<file path="src/hlost_pkg.sv">
/*
 Package for the hardware-limit one-shot timer: mode codes, widths, timing counts
 and the carrier structs.
 Assumes nothing beyond a SystemVerilog compiler.
*/
package hlost_pkg;
   // ----------------------------------------
   // Widths and reset values
   // ----------------------------------------
   localparam int unsigned HLOST_W = 8;
   localparam int unsigned HLOST_MODE_W = 5;
   localparam logic [7:0] HLOST_PERIOD_RST = 8'hff;
   localparam logic [7:0] HLOST_COUNT_RST = 8'h00;
   // Restart delay after a reset edge, in timer clocks
   localparam logic [1:0] HLOST_RESUME_CLKS = 2'h2;

   // ----------------------------------------
   // Mode codes
   // ----------------------------------------
   localparam logic [4:0] HLOST_MODE_EDGE_RISE = 5'h0c;
   localparam logic [4:0] HLOST_MODE_EDGE_FALL = 5'h0d;
   localparam logic [4:0] HLOST_MODE_LVLE_LOW = 5'h0e;
   localparam logic [4:0] HLOST_MODE_LVLE_HIGH = 5'h0f;
   localparam logic [4:0] HLOST_MODE_MONO_RISE = 5'h11;
   localparam logic [4:0] HLOST_MODE_MONO_FALL = 5'h12;
   localparam logic [4:0] HLOST_MODE_MONO_BOTH = 5'h13;
   localparam logic [4:0] HLOST_MODE_LVL_LOW = 5'h16;
   localparam logic [4:0] HLOST_MODE_LVL_HIGH = 5'h17;

   typedef enum logic [1:0] {
      HLOST_IDLE,
      HLOST_RUN,
      HLOST_HOLD,
      HLOST_DONE
   } hlost_state_t;

   // Status outputs travel together
   typedef struct packed {
      logic [7:0] count_value;
      logic run_bit;
      logic pwm_out;
      logic period_match;
   } hlost_status_t;
endpackage : hlost_pkg

</file>
<file path="src/hlost_sync.sv">
/*
 Two-flop synchroniser with a third stage for edge detection.
 Assumes an asynchronous active-low reset already released in the clock domain.
*/
`timescale 1ns/1ps
`default_nettype none
module hlost_sync (
   input wire logic clock,
   input wire logic rst_n,
   input wire logic async_in,
   output logic level,
   output logic rise,
   output logic fall
);
   typedef struct packed {
      logic s1;
      logic s2;
      logic s3;
   } hlost_sync_t;
   hlost_sync_t r_q;
   hlost_sync_t r_d;

   // ----------------------------------------
   // Sample and compare
   // ----------------------------------------
   always_comb begin
      r_d.s1 = async_in;
      r_d.s2 = r_q.s1;
      r_d.s3 = r_q.s2;
   end

   always_ff @(posedge clock or negedge rst_n) begin
      if (!rst_n) begin
         r_q <= '0;
      end else begin
         r_q <= r_d;
      end
   end

   assign level = r_q.s2;
   assign rise = r_q.s2 & ~r_q.s3; // RULE17
   assign fall = ~r_q.s2 & r_q.s3; // RULE17
endmodule : hlost_sync
`default_nettype wire

</file>
<file path="src/hlost_timer.sv">
/*
 Mode control for an 8-bit period timer in its hardware-limit modes, with PWM drive.
 Assumes run-bit set/clear requests arrive from software on any cycle and the
 external trigger/reset signal is unrelated to the clock.
*/
`timescale 1ns/1ps
`default_nettype none
// What this block does
// RULE1: In edge hardware-limit modes the first selected edge after run starts the count and later edges reset it.
// RULE2: After a later reset edge the count resumes by itself two timer clocks afterwards.
// RULE3: In edge hardware-limit mode a period match resets the count and clears the run bit.
// RULE4: In edge hardware-limit mode edges are ignored until the run bit is set.
// RULE5: In edge hardware-limit mode start and reset edges raise the PWM drive, the width match drops it.
// RULE6: In level-reset edge mode the reset level holds the count and the edge to active level starts it.
// RULE7: In level-reset edge mode a period match clears run and a fresh edge is needed after run returns.
// RULE8: In level-reset edge mode PWM rises on the start edge, falls on width match, not at period match.
// RULE9: In monostable modes the selected edge starts the count; at the period value it clears and stays stopped.
// RULE10: In monostable modes PWM rises on the start edge only and later edges leave it alone.
// RULE11: In level hardware-limit modes the count runs when run is set and the signal is off reset level.
// RULE12: In level hardware-limit mode a period match resets the count and clears the run bit.
// RULE13: In level hardware-limit mode PWM rises on whichever event starts the count.
// RULE14: Run-bit set and clear requests are accepted on any cycle regardless of timer phase.
// RULE15: Whenever the count equals the period value the next clock clears the count.
// RULE16: While the run bit is zero all counters and state are held in reset. The code clears them on the clock after run_bit falls.
// RULE17: The external signal is synchronised and edges are found by comparing consecutive samples.
module hlost_timer
   import hlost_pkg::*;
#(
   parameter int unsigned W = HLOST_W
) (
   input wire logic clock,
   input wire logic nrst,
   input wire logic run_set,
   input wire logic run_clear,
   input wire logic [4:0] mode,
   input wire logic [W-1:0] period_value,
   input wire logic [W-1:0] pulse_width_value,
   input wire logic external_trigger_reset,
   output logic [W-1:0] count_value,
   output logic run_bit,
   output logic pwm_out,
   output logic period_match
);
   // ----------------------------------------
   // Reset release
   // ----------------------------------------
   logic [1:0] rst_sync_q;
   logic rst_n;

   always_ff @(posedge clock or negedge nrst) begin
      if (!nrst) begin
         rst_sync_q <= 2'h0;
      end else begin
         rst_sync_q <= {rst_sync_q[0], 1'b1};
      end
   end
   assign rst_n = rst_sync_q[1];

   // ----------------------------------------
   // External signal
   // ----------------------------------------
   logic ers_level;
   logic ers_rise;
   logic ers_fall;

   hlost_sync u_sync (
      .clock(clock),
      .rst_n(rst_n),
      .async_in(external_trigger_reset),
      .level(ers_level),
      .rise(ers_rise),
      .fall(ers_fall)
   );

   // ----------------------------------------
   // Mode decode
   // ----------------------------------------
   function automatic logic is_mode(input logic [4:0] m, input logic [4:0] a,
         input logic [4:0] b);
      is_mode = (m == a) || (m == b);
   endfunction : is_mode

   logic m_edge;
   logic m_lvle;
   logic m_mono;
   logic m_lvl;
   logic sel_edge;
   logic at_reset_lvl;

   always_comb begin
      m_edge = is_mode(mode, HLOST_MODE_EDGE_RISE, HLOST_MODE_EDGE_FALL);
      m_lvle = is_mode(mode, HLOST_MODE_LVLE_LOW, HLOST_MODE_LVLE_HIGH);
      m_mono = is_mode(mode, HLOST_MODE_MONO_RISE, HLOST_MODE_MONO_FALL)
            || (mode == HLOST_MODE_MONO_BOTH);
      m_lvl = is_mode(mode, HLOST_MODE_LVL_LOW, HLOST_MODE_LVL_HIGH);
      // Low bit picks falling edge (rising edge in monostable modes, both edges in HLOST_MODE_MONO_BOTH) / high reset level
      at_reset_lvl = mode[0] ? ers_level : ~ers_level;
      sel_edge = 1'b0;
      if (m_edge) begin
         sel_edge = mode[0] ? ers_fall : ers_rise;
      end else if (m_lvle) begin
         sel_edge = mode[0] ? ers_fall : ers_rise;
      end else if (m_mono) begin
         sel_edge = (mode == HLOST_MODE_MONO_BOTH) ? (ers_rise | ers_fall)
               : (mode[0] ? ers_rise : ers_fall);
      end
   end

   // ----------------------------------------
   // State
   // ----------------------------------------
   typedef struct packed {
      hlost_state_t st;
      logic [W-1:0] cnt;
      logic run;
      logic pwm;
      logic match;
      logic [1:0] wait_cnt;
   } hlost_core_t;

   hlost_core_t r_q;
   hlost_core_t r_d;
   logic at_period;
   logic at_width;

   always_comb begin
      r_d = r_q;
      r_d.match = 1'b0;
      at_period = (r_q.cnt == period_value);
      at_width = (r_q.cnt == pulse_width_value);
      // Set wins over clear, both taken on any cycle
      if (run_clear) begin
         r_d.run = 1'b0; // RULE14
      end
      if (run_set) begin
         r_d.run = 1'b1; // RULE14
      end
      if (!r_q.run) begin
         r_d.st = HLOST_IDLE; // RULE16
         r_d.cnt = HLOST_COUNT_RST; // RULE16
         r_d.pwm = 1'b0;
         r_d.wait_cnt = 2'h0;
      end else begin
         if (r_q.st == HLOST_RUN && at_width) begin
            r_d.pwm = 1'b0; // RULE5 RULE8
         end
         unique case (r_q.st)
            HLOST_IDLE: begin
               r_d.cnt = HLOST_COUNT_RST;
               if ((m_edge || m_lvle || m_mono) && sel_edge
                     && !(m_lvle && at_reset_lvl)) begin
                  r_d.st = HLOST_RUN; // RULE1 RULE4 RULE6 RULE9
                  r_d.pwm = 1'b1; // RULE5 RULE8 RULE10
               end else if (m_lvl && !at_reset_lvl) begin
                  r_d.st = HLOST_RUN; // RULE11
                  r_d.pwm = 1'b1; // RULE13
               end
            end
            HLOST_RUN: begin
               r_d.cnt = W'(r_q.cnt + 1'b1);
               if (at_period) begin
                  r_d.cnt = HLOST_COUNT_RST; // RULE15
                  r_d.match = 1'b1;
                  if (m_mono) begin
                     // Count clears as usual, then stays stopped with run kept
                     r_d.st = HLOST_DONE; // RULE9
                  end else begin
                     r_d.run = run_set; // RULE3 RULE7 RULE12
                     r_d.st = HLOST_IDLE;
                  end
               end
               if (m_edge && sel_edge) begin
                  r_d.cnt = HLOST_COUNT_RST; // RULE1
                  r_d.pwm = 1'b1; // RULE5
                  r_d.st = HLOST_HOLD;
                  r_d.wait_cnt = HLOST_RESUME_CLKS - 2'h1;
               end else if ((m_lvle || m_lvl) && at_reset_lvl) begin
                  r_d.cnt = HLOST_COUNT_RST; // RULE6 RULE11
                  r_d.pwm = 1'b0;
                  r_d.st = m_lvl ? HLOST_IDLE : HLOST_HOLD;
               end
            end
            HLOST_HOLD: begin
               r_d.cnt = HLOST_COUNT_RST;
               if (m_edge) begin
                  if (sel_edge) begin
                     r_d.wait_cnt = HLOST_RESUME_CLKS - 2'h1; // RULE2
                  end else if (r_q.wait_cnt == 2'h0) begin
                     r_d.st = HLOST_RUN; // RULE2
                  end else begin
                     r_d.wait_cnt = r_q.wait_cnt - 2'h1;
                  end
               end else if (sel_edge && !at_reset_lvl) begin
                  r_d.st = HLOST_RUN; // RULE6
                  r_d.pwm = 1'b1; // RULE8
               end
            end
            HLOST_DONE: begin
               // Count clears after the match, then waits for software
               r_d.cnt = HLOST_COUNT_RST; // RULE15
            end
         endcase
      end
   end

   always_ff @(posedge clock or negedge rst_n) begin
      if (!rst_n) begin
         r_q <= '{st: HLOST_IDLE, cnt: HLOST_COUNT_RST, run: 1'b0, pwm: 1'b0,
               match: 1'b0, wait_cnt: 2'h0};
      end else begin
         r_q <= r_d;
      end
   end

   // ----------------------------------------
   // Outputs
   // ----------------------------------------
   assign count_value = r_q.cnt;
   assign run_bit = r_q.run;
   assign pwm_out = r_q.pwm;
   assign period_match = r_q.match;
endmodule : hlost_timer
`default_nettype wire

</file>
<file path="config.mk">
export PLATFORM = sky130hd
export DESIGN_NAME = hlost_timer
export DESIGN_NICKNAME = d
export VERILOG_FILES = /design/src/hlost_pkg.sv /design/src/hlost_sync.sv /design/src/hlost_timer.sv
export SDC_FILE = /design/constraint.sdc
export NUM_CORES = 1
export LEC_CHECK = 0
export BUFFER_PORTS_ARGS = -buffer_cell sky130_fd_sc_hd__buf_4
export CAP_MARGIN = 40
export CORE_ASPECT_RATIO = 0.75
export CORE_UTILIZATION = 35
export DETAILED_ROUTE_END_ITERATION = 16
export HOLD_SLACK_MARGIN = 0.05
export MAX_ROUTING_LAYER = met4
export PLACE_DENSITY = 0.63
export SYNTH_ARGS = -nofsm -noshare
export SYNTH_HDL_FRONTEND = slang
export SYNTH_SLANG_ARGS = --single-unit
</file>
<file path="constraint.sdc">
create_clock -name clock -period 2.2 [get_ports clock]
set_input_delay 0.55 -clock clock [delete_from_list [all_inputs] [get_ports clock]]
set_output_delay 0.55 -clock clock [all_outputs]
set_load 0.02 [all_outputs]
</file>
==> results of run 1 <==
==> critical path, cell delays in order (launching register included) <==
cell,delay [ns]
dfrtp_1,0.45
inv_1,0.07
ha_1,0.29
and3_4,0.19
nor4b_4,0.30
a22o_1,0.24
o211ai_4,0.10
mux2_4,0.30
==> worst max path at each step <==
stage / start / to
4_1_cts: u_sync.level / r_q[13]
5_1_grt: u_sync.level / r_q[13]
6_report: u_sync.level / r_q[13]
2_1_floorplan: u_sync.level / r_q[13]
3_5_place_dp: u_sync.level / r_q[13]
3_3_place_gp: u_sync.level / r_q[13]
==> final cells by class <==
| cell class | instances | area [um2] |
|---|---|---|
| inverter | 7 | 26.3 |
| clock inverter | 1 | 30.0 |
| multi-input combinational | 112 | 891 |
| fill | 409 | 2280 |
| tap | 55 | 68.8 |
| sequential | 20 | 500 |
| clock buffer | 3 | 41.3 |
| timing repair buffer | 39 | 295 |
==> cells in the mapped netlist, types with 2 or more instances <==
library cell,n
dfrtp_1,20
nor2_1,15
xor2_1,12
xnor2_1,9
buf_4,8
inv_1,7
nand3_1,7
nand2_1,5
buf_6,4
ha_1,4
nand2b_1,4
nor2b_1,4
o211ai_1,4
and3_1,3
nand4_1,3
o21ai_0,3
buf_2,2
nor3b_2,2
nor4_4,2
o21a_1,2
xor2_2,2
==> cell families (layout without fill, tap and decap cells) <==
family / Yosys count / in the layout / synth area share [%]
AO/OA/AOI/OAI: 25 / 25 / 13.3
XOR/XNOR: 24 / 24 / 15.2
adder cells (fa/ha/maj): 4 / 4 / 3.27
buffers and inverters: 21 / 50 / 9.22
flip-flops: 20 / 20 / 32.7
multiplexers: 2 / 2 / 1.63
other: 1 / 1 / 0.245
AND/OR/NAND/NOR: 56 / 56 / 24.5
==> routing by layer <==
layer	wire length (um)	global-route usage, %
met1	1460	21.2
met2	1430	22.9
met3	106	3.69
met4	47	5.56
met5	0	-
==> metrics by stage <==
stage               instances  power, mW  setup slack, ns  util, %
floorplan                 153      0.595            0.265        -
finish                    237       1.04            0.148     44.9
detailed placement        232      0.682            0.140     42.9
global placement          232      0.677            0.199     42.9
global route              237       1.10           0.0412     44.9
CTS                       237       1.06            0.120     44.9
==> registers in the layout (all words and copies together), names as in the netlist <==
register	flops
count_value	8
period_match	1
pwm_out	1
r_q	4
rst_sync_q	2
run_bit	1
u_sync.level	1
u_sync.r_d	1
u_sync.r_q	1
==> timing repair <==
action / 4_1_cts / 5_1_grt
hold buffers: 1 / 0
resized for setup: 0 / 0
hold endpoints to repair: 2 / 0
==> power groups by stage <==
stage / Combinational, mW / Clock [mW] / Sequential (mW)
global route: 0.270 / 0.396 / 0.435
finish: 0.246 / 0.365 / 0.430
floorplan: 0.160 / 0 / 0.435
detailed placement: 0.245 / 0 / 0.437
CTS: 0.248 / 0.378 / 0.429
global placement: 0.241 / 0 / 0.436
==> reports/metrics.cfg, run 1 <==
[place]
gp_congestion=0.819
dp_hpwl_um=2520
place_area_mm2=0.00177
io_buffer_count=36

[critical_path]
crit_path_end_kind=register
cp_max_fo=6
worstSetupPathType=reg2reg
cp.arrival_ns=2.20
r2r_setup_slack_ns=0.15
reg2regPathDepth=7
cp.required_ns=2.35
critPathLaunchType=register
reg2reg_from=u_sync.level
timing.rr.end=r_q[13]

[clock_tree]
clock_latency_ns=0.26
htree_num_levels=1
cts_inserted_buffers=3
clockBufferDepth=2
cts-root-buf=clkbuf_8
cts.clk_slew.worst_paths_ns=0.07
clkSinkCount=20
post_cts_buffers=0
cts_tree=yes

[power]
pwr-share-comb_pct=23.6
power_frac_clock_pct=35.1
intPower_mw=0.760
power.switching_mw=0.280
leakagePower_nw=0.816
p_seq_share_pct=41.3
pwr_density_cell_mw_per_mm2=562
sw_frac_of_total_pct=26.9
peakVddDrop_mv=0.242

[detailed_routing]
drc=0
vias_per_cell=4.90
wl_per_cell_um=12.9
vias=1161
firstDrtPassIters=4
ant_nets=0
drtIter0Drc=54
wl_um=3050

[run]
max_cap_violations=0

[synthesis]
synth_cells=153
synth_area_leaders=dfrtp_1 33%, xor2_1 6.9%, xnor2_1 5.1%, buf_4 3.9%, nor2_1 3.7%
ys_types=52
synth.avg_cell_area_um2=10.0
synth_seq_cells=20
synth_edf_count=0
yosys_warnings=0
synth_area_mm2=0.00153
synth_largest_area_cell=dfrtp_1
synth_top_area_share_pct=32.7
synth_flop_cell=dfrtp_1
synthArstFlopShare_pct=100
postSynthNetCount=183
ys_seq_area_share_pct=32.7

[sta]
fin_tns_setup_ns=0
fin_hold_ws_ns=0.299
slew_headroom_pct=52.3
finalSetupViolations=0
rsz0062_at_grt=no
final-hold-violation-count=0
report.final.slew_viol_count=0
fin_crit_ns=2.05
fmax_mhz=487
skew_ns=0.00211
worst_pin_slew_ns=0.716
period_share_pct=93.3

[worst_hold_path]
holdCritPathClass=reg2async

[floorplan]
die-area_mm2=0.00465
core_area_mm2=0.00413
start_util_pct=37.1
die_x_um=78.4
io-pin-count=37
dieHeight_um=59.3
rows=20

[layout]
antenna_cells=0
fin_area_mm2=0.00185
layout_common_cells=38 x buf_4, 20 x dfrtp_1, 15 x nor2_1, 12 x xor2_1, 9 x xnor2_1
nets=213
drive_above_1_share_pct=31.9
syn_to_final_growth_pct=20.9
final_common_cell=buf_4

[global_routing]
grt-ovfl-total=0
grt_antenna_before_repair=0
grt_pass1_wl_um=5200
grt_max_degree=19
grt_pass1_vias=1088
grt_usage_pct=15.7

[run_status]
outcome=complete, no violations

(Power assumes the default switching activity.)
==> run 2: changes to the inputs <==
- CORE_ASPECT_RATIO: 0.75 -> 1.25
==> reports/metrics.cfg, run 2 (synthesized netlist as in run 1, its figures left out) <==
[layout]
finish.utilization_pct=44.9  ; about the same
fin_area_mm2=0.00186  ; +0.13%
layout_common_cells=38 x buf_4, 19 x dfrtp_1, 15 x nor2_1, 12 x xor2_1, 9 x xnor2_1
nets=213  ; unchanged
fillers=414  ; +1.2%
final_common_cell=buf_4
antenna_cells=0  ; unchanged
final_cells=238  ; +0.42%
drive_above_1_share_pct=32.4  ; +0.55 points
syn_to_final_growth_pct=21.1
largest_reg_flops=8  ; unchanged

[power]
p_seq_share_pct=41.5  ; +0.2 points
power.switching_mw=0.276  ; -1.6%
pwr_density_cell_mw_per_mm2=558  ; -0.61%
peakVddDrop_mv=0.499  ; +110%
sw_frac_of_total_pct=26.6  ; -0.31 points
power_frac_clock_pct=34.6  ; -0.5 points
leakagePower_nw=0.815  ; -0.12%
intPower_mw=0.760  ; about the same
pwr-share-comb_pct=23.9  ; +0.3 points

[sta]
worst_pin_slew_ns=0.704  ; -0.0117 ns
skew_ns=0.00382  ; +0.00171 ns
fin_tns_setup_ns=0  ; unchanged
final-hold-violation-count=0  ; unchanged
fin_crit_ns=2.04  ; -0.0158 ns
report.final.slew_viol_count=0  ; unchanged
fmax_mhz=491  ; +0.78%
period_share_pct=92.6  ; -0.72 points
slew_headroom_pct=53.0  ; +0.78 points
rsz0062_at_grt=no
finalSetupViolations=0  ; unchanged

[detailed_routing]
vias_per_cell=4.98  ; +1.6%
wl_per_cell_um=12.9  ; about the same
vias=1185  ; +2.1%
firstDrtPassIters=4  ; unchanged
wl_um=3060  ; +0.46%
ant_nets=0  ; unchanged
drc=0  ; unchanged
drtIter0Drc=29  ; -46%

[global_routing]
grt-ovfl-total=0  ; unchanged
grt_antenna_before_repair=0  ; unchanged
grt_pass1_vias=1203  ; +11%
grt_usage_pct=15.1  ; -0.56 points
grt_max_degree=19  ; unchanged
grt_pass1_wl_um=5300  ; +1.9%

[run_status]
outcome=complete, no violations

[critical_path]
crit_slowest_cell=dfrtp_2
cp.required_ns=2.34  ; about the same
crit_path_end_kind=register
cp_max_fo=6  ; unchanged
crit_path_max_incr_delay_ns=0.42  ; -0.03 ns
worstSetupPathType=reg2reg
r2r_setup_slack_ns=0.16  ; +0.02 ns
cp.arrival_ns=2.17  ; -0.03 ns
critPathLaunchType=register
path_cells=inv_1 > ha_1 > and3_4 > nor4b_4 > a22o_1 > o211ai_4 > mux2_4

[clock_tree]
clock_latency_ns=0.25  ; about the same
cts-root-buf=clkbuf_8
clockBufferDepth=2  ; unchanged
clkSinkCount=20  ; unchanged
htree_num_levels=1  ; unchanged
cts.clk_slew.worst_paths_ns=0.07  ; about the same
cts_tree=yes
cts_inserted_buffers=3  ; unchanged

[floorplan]
dieHeight_um=76.0  ; +28%
die-area_mm2=0.00465  ; about the same
io-pin-count=37  ; unchanged
rows=26  ; +30%
core_area_mm2=0.00413  ; about the same
start_util_pct=37.1  ; about the same
die_x_um=61.2  ; -22%

[place]
io_buffer_count=36  ; unchanged
placed_cells=233  ; +0.43%
place_area_mm2=0.00177  ; about the same
dp_hpwl_um=2480  ; -1.4%
gp_congestion=0.875  ; +6.8%

[worst_hold_path]
holdCritPathClass=reg2async

[run]
max_cap_violations=0  ; unchanged

## run 2: cell counts in the layout (fill, tap and decap cells not counted)
Identical to the previous run, type by type.
## run 2: final timing paths
path	start	end	cells after the start
min in group clock	u_sync.r_d[1]	u_sync.level	0
setup reg to reg	u_sync.level	r_q[13]	7
hold reg to reg	rst_sync_q[1]	r_q[1]	0
setup / recovery	u_sync.level	r_q[13]	7
hold / removal	rst_sync_q[1]	r_q[1]	0
max in group asynchronous	rst_sync_q[1]	u_sync.level	0
## run 2: what timing repair did
action                                  4_1_cts  5_1_grt
buffers inserted                              0        0
hold endpoints to repair                      2        0
hold buffers                                  1        0
resized for setup                             0        1
endpoints found under the setup margin        0        1
## run 2: power groups by stage
stage	clock network (mW)	logic, mW	registers [mW]
5_1_grt	0.386	0.272	0.437
2_1_floorplan	0	0.160	0.435
3_3_place_gp	0	0.242	0.436
3_5_place_dp	0	0.246	0.438
4_1_cts	0.369	0.248	0.431
6_report	0.358	0.247	0.430
## run 2: final cells by class
cell class	instances	area, um2	area share (%)
Clock buffer	3	41.3	2.23
Clock inverter	1	30.0	1.62
Inverter	7	26.3	1.42
Multi-Input combinational cell	112	891	48.0
Sequential cell	20	502	27.0
Tap cell	56	70.1	3.78
Timing Repair Buffer	39	295	15.9
## run 2: metal layers
layer | part of all wire (%) | GRT usage, % | vias to the layer above
li1 | - | - | 585
met1 | 44 | 19.5 | 579
met2 | 52 | 23.8 | 17
met3 | 2.3 | 2.89 | 4
met4 | 1.3 | 3.86 | 0
met5 | 0 | - | -
## run 2: per-stage QoR
stage,hold WS [ns],worst slack [ns],total power [mW]
6_report,0.295,0.164,1.04
5_1_grt,0.374,0.0587,1.09
4_1_cts,0.336,0.0843,1.05
3_5_place_dp,0.333,0.112,0.684
3_3_place_gp,0.321,0.168,0.678
2_1_floorplan,0.227,0.265,0.595
## run 2: worst max-delay path, delay by kind of cell, from the launching register on
kind                     cells  cell delay, ns
flip-flops                   1            0.42
buffers and inverters        1            0.06
adder cells (fa/ha/maj)      1            0.29
AO/OA/AOI/OAI                2            0.34
AND/OR/NAND/NOR              2            0.51
multiplexers                 1            0.31
